## config.mk

```make
export PLATFORM = sky130hd
export DESIGN_NAME = sp_ctrl
export DESIGN_NICKNAME = d
export VERILOG_FILES = /design/src/rtl/sp_pkg.sv /design/src/rtl/sp_pin_if.sv /design/src/rtl/sp_ctrl.sv /design/src/rtl/sp_sync.sv
export SDC_FILE = /design/constraint.sdc
export NUM_CORES = 1
export LEC_CHECK = 0
export BUFFER_PORTS_ARGS = -buffer_cell sky130_fd_sc_hd__buf_4
export CAP_MARGIN = 20
export CORE_ASPECT_RATIO = 0.7
export CORE_UTILIZATION = 40
export CTS_CLUSTER_DIAMETER = 100
export CTS_CLUSTER_SIZE = 16
export DETAILED_ROUTE_END_ITERATION = 12
export PLACE_DENSITY_LB_ADDON = 0.1
export SLEW_MARGIN = 5
export SYNTH_ARGS = -nofsm -noshare
export SYNTH_HDL_FRONTEND = slang
export SYNTH_SLANG_ARGS = --single-unit
```

## constraint.sdc

```tcl
create_clock -name pclk -period 3.7 [get_ports pclk]
set_clock_uncertainty 0.1 [all_clocks]
set_input_delay 0.555 -clock pclk [delete_from_list [all_inputs] [get_ports pclk]]
set_output_delay 0.555 -clock pclk [all_outputs]
set_load 0.005 [all_outputs]
```

## src/rtl/sp_pkg.sv

```systemverilog
// constants, field positions and state types of the serial port controller
// assumes a 100 mhz pclk and 32-bit apb access with byte addresses
// Operation
// - continuous master: bytes back to back
// - continuous: select held until transmit empties
// - non-continuous: one 8-bit exchange per transfer
// - non-continuous: stall before next transfer
// - loopback ties data output to input
// - slave output driven only when enabled
// - master select output gated by enable
// - overwrite set: new byte replaces held
// - overwrite clear: new byte dropped
// - underflow mode set: resend previous byte
// - underflow mode clear: send zero byte
// - transmit-start mode: write starts, empty event
// - receive-start mode: read starts, full event
// - bit order bit selects lsb first
// - polarity bit sets clock idle level
// - phase bit: pulse at bit start
// - role bit selects master or slave
// - enable bit gates whole port
// - master clock 20.48 mhz over 2(1+div)
// - pin directions follow role
package sp_pkg;
  // ==========================================================
  // register offsets
  localparam logic [7:0] OFS_STAT = 8'h00;
  localparam logic [7:0] OFS_RX = 8'h04;
  localparam logic [7:0] OFS_TX = 8'h08;
  localparam logic [7:0] OFS_DIV = 8'h0c;
  localparam logic [7:0] OFS_CTRL = 8'h10;
  // ==========================================================
  // control fields
  localparam int B_EN = 0;
  localparam int B_MST = 1;
  localparam int B_CPHA = 2;
  localparam int B_CPOL = 3;
  localparam int B_LSBF = 5;
  localparam int B_TIM = 6;
  localparam int B_URM = 7;
  localparam int B_OVW = 8;
  localparam int B_SSEN = 9;
  localparam int B_SOE = 10;
  localparam int B_LOOP = 11;
  localparam int B_CONT = 12;
  localparam logic [15:0] CTRL_RST = 16'h0000;
  localparam logic [15:0] CTRL_MASK = 16'h1fef;
  localparam logic [7:0] DIV_RST = 8'h1b;
  // ==========================================================
  // timing
  localparam int CLK_NS = 10;
  localparam int CLK_KHZ = 100000;
  localparam int REF_KHZ = 20480;
  localparam int STALL_NS = 50;
  localparam int STALL_CYC = (STALL_NS + CLK_NS - 1) / CLK_NS;
  // ==========================================================
  // master sequencer
  typedef enum logic [1:0] {ST_IDLE, ST_RUN, ST_STALL} sp_state_e;
endpackage : sp_pkg

```

## src/rtl/sp_pin_if.sv

```systemverilog
// synchronised serial pin levels passed from the sampler to the core
// assumes both ends run on pclk
`timescale 1ns/1ps
`default_nettype none
interface sp_pin_if;
  logic sclk;
  logic mosi;
  logic miso;
  logic ss_n;
  modport sync (output sclk, output mosi, output miso, output ss_n);
  modport core (input sclk, input mosi, input miso, input ss_n);
endinterface : sp_pin_if
`default_nettype wire

```

## src/rtl/sp_ctrl.sv

```systemverilog
// master/slave byte serial port with apb register access
// assumes apb master on pclk; pins resolved outside from output enables
`timescale 1ns/1ps
`default_nettype none
module sp_ctrl
  import sp_pkg::*;
(
  input wire logic pclk,
  input wire logic presetn,
  input wire logic [7:0] paddr,
  input wire logic psel,
  input wire logic penable,
  input wire logic pwrite,
  input wire logic [31:0] pwdata,
  output logic [31:0] prdata,
  output logic pready,
  output logic pslverr,
  input wire logic sclk_i,
  output logic sclk_o,
  output logic sclk_oe,
  input wire logic mosi_i,
  output logic mosi_o,
  output logic mosi_oe,
  input wire logic miso_i,
  output logic miso_o,
  output logic miso_oe,
  input wire logic ss_n_i,
  output logic ss_n_o,
  output logic ss_n_oe,
  output logic event_o
);
  // ==========================================================
  // helpers
  function automatic logic bit_out(input logic [7:0] v, input logic lsbf);
    bit_out = lsbf ? v[0] : v[7];
  endfunction : bit_out

  function automatic logic [7:0] shift_in(input logic [7:0] v, input logic b,
                                          input logic lsbf);
    shift_in = lsbf ? {b, v[7:1]} : {v[6:0], b};
  endfunction : shift_in

  function automatic logic mapped(input logic [7:0] a);
    mapped = (a == OFS_STAT) || (a == OFS_RX) || (a == OFS_TX) ||
             (a == OFS_DIV) || (a == OFS_CTRL);
  endfunction : mapped

  // ==========================================================
  // declarations
  sp_pin_if pins ();
  logic [15:0] ctrl_reg;
  logic [7:0] div_reg;
  logic [7:0] tx_reg;
  logic [7:0] last_reg;
  logic [7:0] rx_reg;
  logic [7:0] sr_reg;
  logic tx_valid_reg;
  logic urf_reg;
  logic rx_full_reg;
  logic ovf_reg;
  logic [31:0] prdata_reg;
  logic pready_reg;
  logic pslverr_reg;
  logic [16:0] acc_reg;
  logic [7:0] hc_reg;
  logic [3:0] h_reg;
  logic [2:0] bcnt_reg;
  logic [3:0] stall_reg;
  sp_state_e state_reg;
  logic out_reg;
  logic sclk_prev_reg;
  logic ss_prev_reg;
  logic sclk_o_reg;
  logic sclk_oe_reg;
  logic mosi_oe_reg;
  logic miso_oe_reg;
  logic ss_n_o_reg;
  logic ss_n_oe_reg;
  logic event_reg;

  logic en, mst, cpha, cpol, lsbf, tim, urm, ovw, ssen, soe, lpbk, cont;
  logic apb_acc, apb_done, wr_tx, rx_rd;
  logic [16:0] acc_sum;
  logic ref_tick;
  logic m_half, m_samp, m_bnd, m_last, m_go, m_more;
  logic s_act, s_edge, s_lead, s_samp, s_shift, s_start;
  logic samp, inbit, byte_done, load, load_first;
  logic [7:0] load_val;
  logic [7:0] sr_shift;
  logic [7:0] stat;

  sp_sync u_sync (
    .pclk(pclk),
    .presetn(presetn),
    .sclk_i(sclk_i),
    .mosi_i(mosi_i),
    .miso_i(miso_i),
    .ss_n_i(ss_n_i),
    .pins(pins)
  );

  assign en = ctrl_reg[B_EN];
  assign mst = ctrl_reg[B_MST];
  assign cpha = ctrl_reg[B_CPHA];
  assign cpol = ctrl_reg[B_CPOL];
  assign lsbf = ctrl_reg[B_LSBF];
  assign tim = ctrl_reg[B_TIM];
  assign urm = ctrl_reg[B_URM];
  assign ovw = ctrl_reg[B_OVW];
  assign ssen = ctrl_reg[B_SSEN];
  assign soe = ctrl_reg[B_SOE];
  assign lpbk = ctrl_reg[B_LOOP];
  assign cont = ctrl_reg[B_CONT];

  // ==========================================================
  // apb slave, one wait state per access
  assign apb_acc = psel && penable;
  assign apb_done = apb_acc && pready_reg;
  assign wr_tx = apb_done && pwrite && (paddr == OFS_TX);
  assign rx_rd = apb_done && !pwrite && (paddr == OFS_RX);
  assign stat = {2'b00, ovf_reg, rx_full_reg | ovf_reg, rx_full_reg, urf_reg,
                 !tx_valid_reg | urf_reg, tx_valid_reg | (state_reg == ST_RUN)};

  always_ff @(posedge pclk or negedge presetn)
  begin
    if (!presetn)
    begin
      pready_reg <= 1'b0;
      pslverr_reg <= 1'b0;
      prdata_reg <= 32'h0000_0000;
    end
    else
    begin
      pready_reg <= apb_acc && !pready_reg;
      pslverr_reg <= apb_acc && !pready_reg && !mapped(paddr);
      if (apb_acc && !pready_reg)
      begin
        unique case (paddr)
          OFS_STAT: prdata_reg <= {24'h000000, stat};
          OFS_RX: prdata_reg <= {24'h000000, rx_reg};
          OFS_DIV: prdata_reg <= {24'h000000, div_reg};
          OFS_CTRL: prdata_reg <= {16'h0000, ctrl_reg};
          default: prdata_reg <= 32'h0000_0000;
        endcase
      end
    end
  end

  always_ff @(posedge pclk or negedge presetn)
  begin
    if (!presetn)
    begin
      ctrl_reg <= CTRL_RST;
      div_reg <= DIV_RST;
    end
    else if (apb_done && pwrite)
    begin
      if (paddr == OFS_CTRL)
        ctrl_reg <= pwdata[15:0] & CTRL_MASK;
      if (paddr == OFS_DIV)
        div_reg <= pwdata[7:0];
    end
  end

  // ==========================================================
  // master bit clock: 20.48 mhz ticks from pclk by fraction
  assign acc_sum = acc_reg + 17'(REF_KHZ);
  assign ref_tick = acc_sum >= 17'(CLK_KHZ);

  always_ff @(posedge pclk or negedge presetn)
  begin
    if (!presetn)
      acc_reg <= 17'h00000;
    // restart per frame, else the first half could be one cycle short of a tick
    else if (state_reg != ST_RUN)
      acc_reg <= 17'h00000;
    else if (ref_tick)
      acc_reg <= acc_sum - 17'(CLK_KHZ);
    else
      acc_reg <= acc_sum;
  end

  assign m_half = (state_reg == ST_RUN) && ref_tick && (hc_reg == div_reg);
  assign m_samp = m_half && !h_reg[0];
  assign m_bnd = m_half && h_reg[0];
  assign m_last = m_bnd && (h_reg == 4'hf);
  assign m_go = (state_reg == ST_IDLE) && en && mst && (tim ? tx_valid_reg : rx_rd);
  assign m_more = m_last && cont && tx_valid_reg;

  // ==========================================================
  // slave edge detection on synchronised pins
  // external select frames slave
  assign s_act = en && !mst && !pins.ss_n;
  assign s_start = s_act && ss_prev_reg;
  assign s_edge = pins.sclk ^ sclk_prev_reg;
  assign s_lead = s_edge && (pins.sclk != cpol);
  assign s_samp = s_act && !s_start && (cpha ? (s_edge && !s_lead) : s_lead);
  assign s_shift = s_act && !s_start && (cpha ? s_lead : (s_edge && !s_lead));

  // ==========================================================
  // shared shifter
  assign samp = m_samp || s_samp;
  assign inbit = lpbk ? out_reg : (mst ? pins.miso : pins.mosi);
  assign sr_shift = shift_in(sr_reg, inbit, lsbf);
  assign byte_done = samp && (bcnt_reg == 3'h7);
  assign load_first = m_go || m_more || s_start;
  assign load = load_first || (s_samp && (bcnt_reg == 3'h7));
  assign load_val = tx_valid_reg ? tx_reg : (urm ? last_reg : 8'h00);

  always_ff @(posedge pclk or negedge presetn)
  begin
    if (!presetn)
    begin
      sr_reg <= 8'h00;
      bcnt_reg <= 3'h0;
      out_reg <= 1'b0;
    end
    else if (!en)
    begin
      bcnt_reg <= 3'h0;
    end
    else
    begin
      if (load)
        sr_reg <= load_val;
      else if (samp)
        sr_reg <= sr_shift;
      if (load_first)
        bcnt_reg <= 3'h0;
      else if (samp)
        bcnt_reg <= bcnt_reg + 3'h1;
      // output only moves on the launch edge, so sampling never races it
      if (load_first)
        out_reg <= bit_out(load_val, lsbf);
      else if (m_bnd || s_shift)
        out_reg <= bit_out(sr_reg, lsbf);
    end
  end

  always_ff @(posedge pclk or negedge presetn)
  begin
    if (!presetn)
    begin
      sclk_prev_reg <= 1'b0;
      ss_prev_reg <= 1'b1;
    end
    else
    begin
      sclk_prev_reg <= pins.sclk;
      ss_prev_reg <= pins.ss_n;
    end
  end

  // ==========================================================
  // master sequencer
  always_ff @(posedge pclk or negedge presetn)
  begin
    if (!presetn)
    begin
      state_reg <= ST_IDLE;
      stall_reg <= 4'h0;
    end
    else if (!en || !mst)
      state_reg <= ST_IDLE;
    else
    begin
      unique case (state_reg)
        ST_IDLE:
          if (m_go)
            state_reg <= ST_RUN;
        ST_RUN:
          if (m_last)
          begin
            if (!cont)
              state_reg <= ST_STALL;
            else if (!m_more)
              state_reg <= ST_IDLE;
            stall_reg <= 4'h0;
          end
        ST_STALL:
          if (stall_reg == 4'(STALL_CYC - 1))
            state_reg <= ST_IDLE;
          else
            stall_reg <= stall_reg + 4'h1;
      endcase
    end
  end

  always_ff @(posedge pclk or negedge presetn)
  begin
    if (!presetn)
    begin
      hc_reg <= 8'h00;
      h_reg <= 4'h0;
    end
    else if (state_reg != ST_RUN)
    begin
      hc_reg <= 8'h00;
      h_reg <= 4'h0;
    end
    else if (ref_tick)
    begin
      hc_reg <= m_half ? 8'h00 : hc_reg + 8'h01;
      if (m_half)
        h_reg <= h_reg + 4'h1;
    end
  end

  // ==========================================================
  // holding registers
  always_ff @(posedge pclk or negedge presetn)
  begin
    if (!presetn)
    begin
      tx_reg <= 8'h00;
      last_reg <= 8'h00;
      tx_valid_reg <= 1'b0;
      urf_reg <= 1'b0;
    end
    else
    begin
      if (load)
        last_reg <= load_val;
      if (wr_tx)
        tx_reg <= pwdata[7:0];
      // a write racing a load still counts as fresh data
      if (wr_tx)
        tx_valid_reg <= 1'b1;
      else if (load)
        tx_valid_reg <= 1'b0;
      if (load && !tx_valid_reg)
        urf_reg <= 1'b1;
      else if (wr_tx)
        urf_reg <= 1'b0;
    end
  end

  always_ff @(posedge pclk or negedge presetn)
  begin
    if (!presetn)
    begin
      rx_reg <= 8'h00;
      rx_full_reg <= 1'b0;
      ovf_reg <= 1'b0;
    end
    else
    begin
      if (byte_done && (!rx_full_reg || ovw || rx_rd))
        rx_reg <= sr_shift;
      if (byte_done)
        rx_full_reg <= 1'b1;
      else if (rx_rd)
        rx_full_reg <= 1'b0;
      if (byte_done && rx_full_reg && !rx_rd)
        ovf_reg <= 1'b1;
      else if (rx_rd)
        ovf_reg <= 1'b0;
    end
  end

  // ==========================================================
  // pin drivers
  always_ff @(posedge pclk or negedge presetn)
  begin
    if (!presetn)
    begin
      sclk_o_reg <= 1'b0;
      sclk_oe_reg <= 1'b0;
      mosi_oe_reg <= 1'b0;
      miso_oe_reg <= 1'b0;
      ss_n_o_reg <= 1'b1;
      ss_n_oe_reg <= 1'b0;
      event_reg <= 1'b0;
    end
    else
    begin
      sclk_o_reg <= cpol ^ ((state_reg == ST_RUN) && (cpha ? !h_reg[0] : h_reg[0]));
      sclk_oe_reg <= en && mst;
      mosi_oe_reg <= en && mst;
      miso_oe_reg <= en && !mst && soe && !pins.ss_n;
      ss_n_o_reg <= state_reg != ST_RUN;
      ss_n_oe_reg <= en && mst && ssen;
      event_reg <= en && (tim ? (!tx_valid_reg || urf_reg) : (rx_full_reg || ovf_reg));
    end
  end

  assign prdata = prdata_reg;
  assign pready = pready_reg;
  assign pslverr = pslverr_reg;
  assign sclk_o = sclk_o_reg;
  assign sclk_oe = sclk_oe_reg;
  assign mosi_o = out_reg;
  assign mosi_oe = mosi_oe_reg;
  assign miso_o = out_reg;
  assign miso_oe = miso_oe_reg;
  assign ss_n_o = ss_n_o_reg;
  assign ss_n_oe = ss_n_oe_reg;
  assign event_o = event_reg;
endmodule : sp_ctrl
`default_nettype wire

```

## src/rtl/sp_sync.sv

```systemverilog
// two-stage synchronisers for the four serial pin inputs
// assumes the pins are asynchronous to pclk
`timescale 1ns/1ps
`default_nettype none
module sp_sync
  import sp_pkg::*;
(
  input wire logic pclk,
  input wire logic presetn,
  input wire logic sclk_i,
  input wire logic mosi_i,
  input wire logic miso_i,
  input wire logic ss_n_i,
  sp_pin_if.sync pins
);
  logic [3:0] meta_reg;
  logic [3:0] sync_reg;

  always_ff @(posedge pclk or negedge presetn)
  begin
    if (!presetn)
    begin
      meta_reg <= 4'hf;
      sync_reg <= 4'hf;
    end
    else
    begin
      meta_reg <= {ss_n_i, miso_i, mosi_i, sclk_i};
      sync_reg <= meta_reg;
    end
  end

  assign pins.sclk = sync_reg[0];
  assign pins.mosi = sync_reg[1];
  assign pins.miso = sync_reg[2];
  assign pins.ss_n = sync_reg[3];
endmodule : sp_sync
`default_nettype wire

```

==> After elaboration in Yosys (flattened, before gate mapping) <==
Cells that the tools add are included.
{ "word_totals": {"ff_bits": 145, "elab_cells": 189} }
{ "op_classes": {"n_addsub": 6, "n_lt_le_gt_ge": 1, "n_eq_ne": 19, "mux": 45, "bitwise": 6, "reduce_logical": 82} }
{ "op_table": {"columns": ["operator", "n"], "rows": [
  ["two-way mux 8 bit", 8],
  ["case mux 13 bit (4 select lines)", 1],
  ["logical AND 1 bit", 38],
  ["two-way mux 17 bit", 2],
  ["two-way mux 4 bit", 5],
  ["two-way mux 1 bit", 18],
  ["nonzero test 2 bit", 9],
  ["adder 17 x 15 -> 17 bit (second input constant)", 1],
  ["greater-or-equal comparator 17 bit (second input constant)", 1],
  ["subtractor 17 bit (second input constant)", 1],
  ["== test 8 x 4 -> 1 bit (second input constant)", 2],
  ["logical OR 1 bit", 14],
  ["logical NOT 1 bit", 12],
  ["two-way mux 2 bit", 6],
  ["AND reduction 2 bit", 5],
  ["two-way mux 3 bit", 3],
  ["adder 4 x 1 -> 4 bit (second input constant)", 2],
  ["adder 8 x 1 -> 8 bit (second input constant)", 1],
  ["== test 8 x 3 -> 1 bit (second input constant)", 1],
  ["== test 8 x 5 -> 1 bit (second input constant)", 1],
  ["== test 8 bit", 1],
  ["logical NOT 8 bit", 1],
  ["case mux 4 bit (2 select lines)", 1],
  ["AND reduction 4 bit", 2],
  ["other kinds (18)", 23]
]} }

==> Longest topological paths before layout <==
{ "depth": {"depth_word": 13, "ltp_mapped": 10, "ltp_nobuf": 9} }

==> Cells and area by module <==
Synthesis repeated with hierarchy kept, for this count alone.
{ "unflattened": {"hier_cells": 566, "hier_area_um2": 5993.2} }
{ "by_module_without_submodules": {"columns": ["mod", "n_inst", "cells_each", "area_per_inst_um2", "seq_area_each_um2"], "rows": [
  ["sp_ctrl", 1, 558, 5783.0, 2835.2],
  ["sp_sync", 1, 8, 210.2, 210.2]
]} }

==> Worst setup path after synthesis <==
No wires, ideal clock.
{ "synth_path": {"path_kind": "register to register", "from": "register acc_reg[12]", "to": "register rx_reg[1]", "setup_time_ns": 0.125, "t_arrival_ns": 2.667, "required_ns": 3.475, "path_slack_ns": 0.808, "path_stages_with_launch": 10, "cell_sequence": "dfrtp_1 -> ha_1 -> o21ai_1 -> xor2_2 -> a2111oi_4 -> o21ai_4 -> o31ai_4 -> o311a_1 -> buf_6 -> mux2_4"} }
{ "synth_between": {"elab_chain_cells": 8} }
{ "synth_lines": {"columns": ["item", "line_no", "rtl"], "rows": [
  ["start, declared", "sp_ctrl.sv:64", "logic [16:0] acc_reg;"],
  ["start signal, assigned", "sp_ctrl.sv:178", "acc_reg <= acc_sum - 17'(CLK_KHZ);"],
  ["start signal, assigned", "sp_ctrl.sv:180", "acc_reg <= acc_sum;"],
  ["adder 17 x 15 -> 17 bit", "sp_ctrl.sv:167", "assign acc_sum = acc_reg + 17'(REF_KHZ);"],
  ["greater-or-equal comparator 17 bit", "sp_ctrl.sv:168", "assign ref_tick = acc_sum >= 17'(CLK_KHZ);"],
  ["logical AND 1 bit (2 in a row)", "sp_ctrl.sv:183", "assign m_half = (state_reg == ST_RUN) && ref_tick && (hc_reg == div_reg);"],
  ["logical AND 1 bit", "sp_ctrl.sv:184", "assign m_samp = m_half && !h_reg[0];"],
  ["logical OR 1 bit", "sp_ctrl.sv:202", "assign samp = m_samp || s_samp;"],
  ["logical AND 1 bit", "sp_ctrl.sv:205", "assign byte_done = samp && (bcnt_reg == 3'h7);"],
  ["logical AND 1 bit", "sp_ctrl.sv:348", "if (byte_done && (!rx_full_reg || ovw || rx_rd))"],
  ["end signal, assigned", "sp_ctrl.sv:349", "rx_reg <= sr_shift;"],
  ["end, declared", "sp_ctrl.sv:55", "logic [7:0] rx_reg;"]
]} }
No other way between the ends.
A chain may end at the register's enable or synchronous reset.

==> Final worst setup path <==
{ "layout_path": {"from": "register acc_reg[12]", "to": "register rx_reg[6]"} }
The elaborated chain is that of the path after synthesis.

==> results.py <==
metrics = {
    "placed_design": {
        "post-dp-hpwl_mm": 10.4,
        "routabilityCongestion": 0.794,
        "numPortBuffers": 53,
    },
    "final_layout": {
        "nets": 686,
        "drive_gt1_frac": 0.265,
        "final_util": 0.490,
        "largest_reg_flops": 13,
        "antenna_cells": 0,
        "area_delta_synth_final_pct": 18.1,
    },
    "setup_path": {
        "crit_path_end_kind": "register",
        "cp.arrival_ns": 3.53,
        "r2r_slack_ns": 0.40,
        "reg2regPathDepth": 9,
        "crit_end": "rx_reg[6]",
        "crit_chain": "ha_1 > o21ai_1 > xor2_2 > a2111oi_4 > o21ai_4 > o31ai_4 > o311a_1 > buf_4 > mux2i_1",
        "criticalPathCategory": "reg2reg",
        "cp_num_buf_inv": 1,
        "path_depth": 9,
        "critical-path-top-delay-family": "compound AO/OA/AOI/OAI gates",
        "critPathRequiredTime_ns": 3.93,
        "path_max_fanout": 8,
        "critPathMaxStageDelay_ns": 0.56,
        "critPathSlowestCell": "o311a_1",
        "regToRegStartpoint": "acc_reg[12]",
        "crit_start": "acc_reg[12]",
        "rr_endpoint": "rx_reg[6]",
        "start_kind": "register",
    },
    "timing": {
        "post-route-period-util": 0.891,
        "setup_viol": 0,
        "hold_viol": 0,
        "worst_pin_slew_ns": 0.885,
        "setup_tns_ns": 0,
        "slew_violations": 0,
        "period_needed_ns": 3.30,
        "grt_setup_unrepaired": "no",
        "relSlewSlack": 0.408,
        "timing.fmax_ghz": 0.303,
    },
    "power": {
        "powerDensity_nw_per_um2": 411,
        "vdd_drop_max_uv": 212,
        "leakage_nw": 3.42,
    },
    "drt": {
        "dr.pass1.iters": 5,
        "wirelength_mm": 14.6,
        "drt_iter0_markers": 256,
        "viasPerCell": 5.24,
        "drc_errors": 0,
        "wire_per_inst_um": 17.5,
        "ant_nets": 0,
        "vias": 4368,
    },
    "flow_run": {
        "drv_cap": 0,
    },
    "cts": {
        "htree_levels": 4,
        "cts_made_buffers": 17,
        "cts_tree": "yes",
        "cts_sinks": 121,
        "clkLatencyLatePin_ns": 0.41,
        "cts-resized-gates": 0,
        "clk_pin_slew_ns": 0.06,
        "clock-root-buffer": "clkbuf_16",
        "clock_path_buffers": 2,
        "ctsHoldBuffers": 0,
        "post_cts_buffers": 0,
    },
    "logic_synthesis": {
        "ys_top_cells_by_area": "dfrtp_1 (43%), mux2_2 (6.6%), dfstp_2 (5.9%)",
        "synth_edf_count": 0,
        "synth_seq_cells": 121,
        "synthFlopType": "dfrtp_1",
        "synthCells": 564,
        "yosysUniqueCellTypes": 65,
        "avgSynthCellArea_um2": 11.0,
        "yosys.area.top_type_share": 0.433,
        "synth-seq-area-share": 0.492,
        "synth_area_um2": 6180,
        "ys_warn_count": 0,
        "synth_area_leader_cell": "dfrtp_1",
        "async_reset_ff_frac": 1.00,
    },
    "floorplan": {
        "die_area_um2": 16000,
        "ios": 92,
        "start_util": 0.415,
        "dieWidth_um": 151,
        "num_rows": 37,
        "core_um2": 14900,
        "die_h_um": 106,
    },
    "outcome": {
        "status": "complete, no violations",
    },
    "grt": {
        "grt_pass1_wl_mm": 23.4,
        "antenna_found_initial": 0,
        "grt_max_degree": 86,
        "grt_usage": 0.196,
        "overflow": 0,
        "grt_pass1_vias": 4311,
    },
    "worst_hold_path": {
        "holdCritPathClass": "in2reg",
        "min_from": "miso_i",
    },
}
==> report_power, final <==
part | switching, mW | internal, mW | leakage [nW]
logic | 0.0587 | 0.0359 | 1.58
registers | 0.00602 | 1.34 | 1.57
clock network | 0.609 | 0.953 | 0.272
total | 0.674 | 2.33 | 3.42
==> layer usage <==
metal  global-route usage  up-vias  wire length, µm
li1                     -     2074                -
met3               0.0541       17              741
met5                    0        -                0
met1                0.294     2167             7530
met2                0.270      110             6160
met4               0.0593        0              181
==> logic make-up (layout without fill, tap and decap cells) <==
| logic type | Yosys count | after routing | synth area share |
|---|---|---|---|
| DFF | 121 | 121 | 0.492 |
| other | 1 | 19 | 0.000606 |
| muxes | 75 | 75 | 0.135 |
| AOI/OAI and AO/OA | 99 | 99 | 0.117 |
| adders and majority gates | 12 | 12 | 0.0243 |
| and+or+nand+nor | 161 | 161 | 0.132 |
| xor gates and xnor gates | 26 | 26 | 0.0380 |
| buffers and inverters | 69 | 125 | 0.0603 |
==> layout make-up <==
type,count,area (µm²)
Multi-Input combinational cell,392,2830
Tap cell,195,244
Clock buffer,20,457
Timing Repair Buffer,66,526
Sequential cell,121,3050
Clock inverter,12,100
Fill cell,1363,7600
Inverter,27,101
==> cell usage in the layout, fill, tap and decap left out, drive strengths merged, types with 20 or more instances in the layout <==
cell type	count
buf	65
clkbuf	20
dfrtp	107
inv	28
mux2	44
mux2i	31
nand2	53
nor2	32
o21ai	29
==> worst min-delay path by stage <==
| stage | endpoint | cells past startpoint |
|---|---|---|
| floorplan | acc_reg[10] | 0 |
| global placement | u_sync.sync_reg[2] | 0 |
| detailed placement | u_sync.sync_reg[2] | 0 |
| CTS | u_sync.meta_reg[2] | 1 |
| global route | u_sync.meta_reg[2] | 1 |
| finish | u_sync.meta_reg[2] | 1 |
==> worst reg2reg max path: stages, from the launching register on <==
cell and delay (ns):
dfrtp_1 0.48, ha_1 0.33, o21ai_1 0.22, xor2_2 0.14
a2111oi_4 0.50, o21ai_4 0.17, o31ai_4 0.31, o311a_1 0.56
buf_4 0.22, mux2i_1 0.18
==> through the flow <==
stage               hold WS, ns  total power [mW]  std cells  setup slack, ns  instance area [µm²]
floorplan                 0.159              1.40        582            0.808                 6250
global placement          0.246              1.46        798            0.270                 6700
detailed placement        0.249              1.46        798            0.232                 6700
CTS                       0.127              3.03        830            0.226                 7250
global route              0.120              3.11        833            0.197                 7310
finish                    0.145              3.00        833            0.405                 7310
==> cells in the mapped netlist (3+ instances only) <==
cell	instances
mux2_4	8
mux2_2	36
a21oi_1	14
nand3_1	15
nand2_1	53
clkbuf_1	15
a21o_1	4
a31oi_1	5
nand4_1	4
a221oi_1	5
nor2_1	31
a22o_1	5
nand4b_1	3
o22ai_1	3
o21a_1	7
nand2b_1	4
or3_1	4
inv_1	27
buf_6	4
nor3_1	6
a22oi_1	6
dfrtp_1	107
nor3b_1	4
and3_1	9
dfstp_2	14
mux2i_1	31
ha_1	12
and2_1	5
xor2_1	6
xnor2_1	19
o21ai_0	26
buf_4	22
nor2b_1	11
Power figures use the tool's default switching activity.
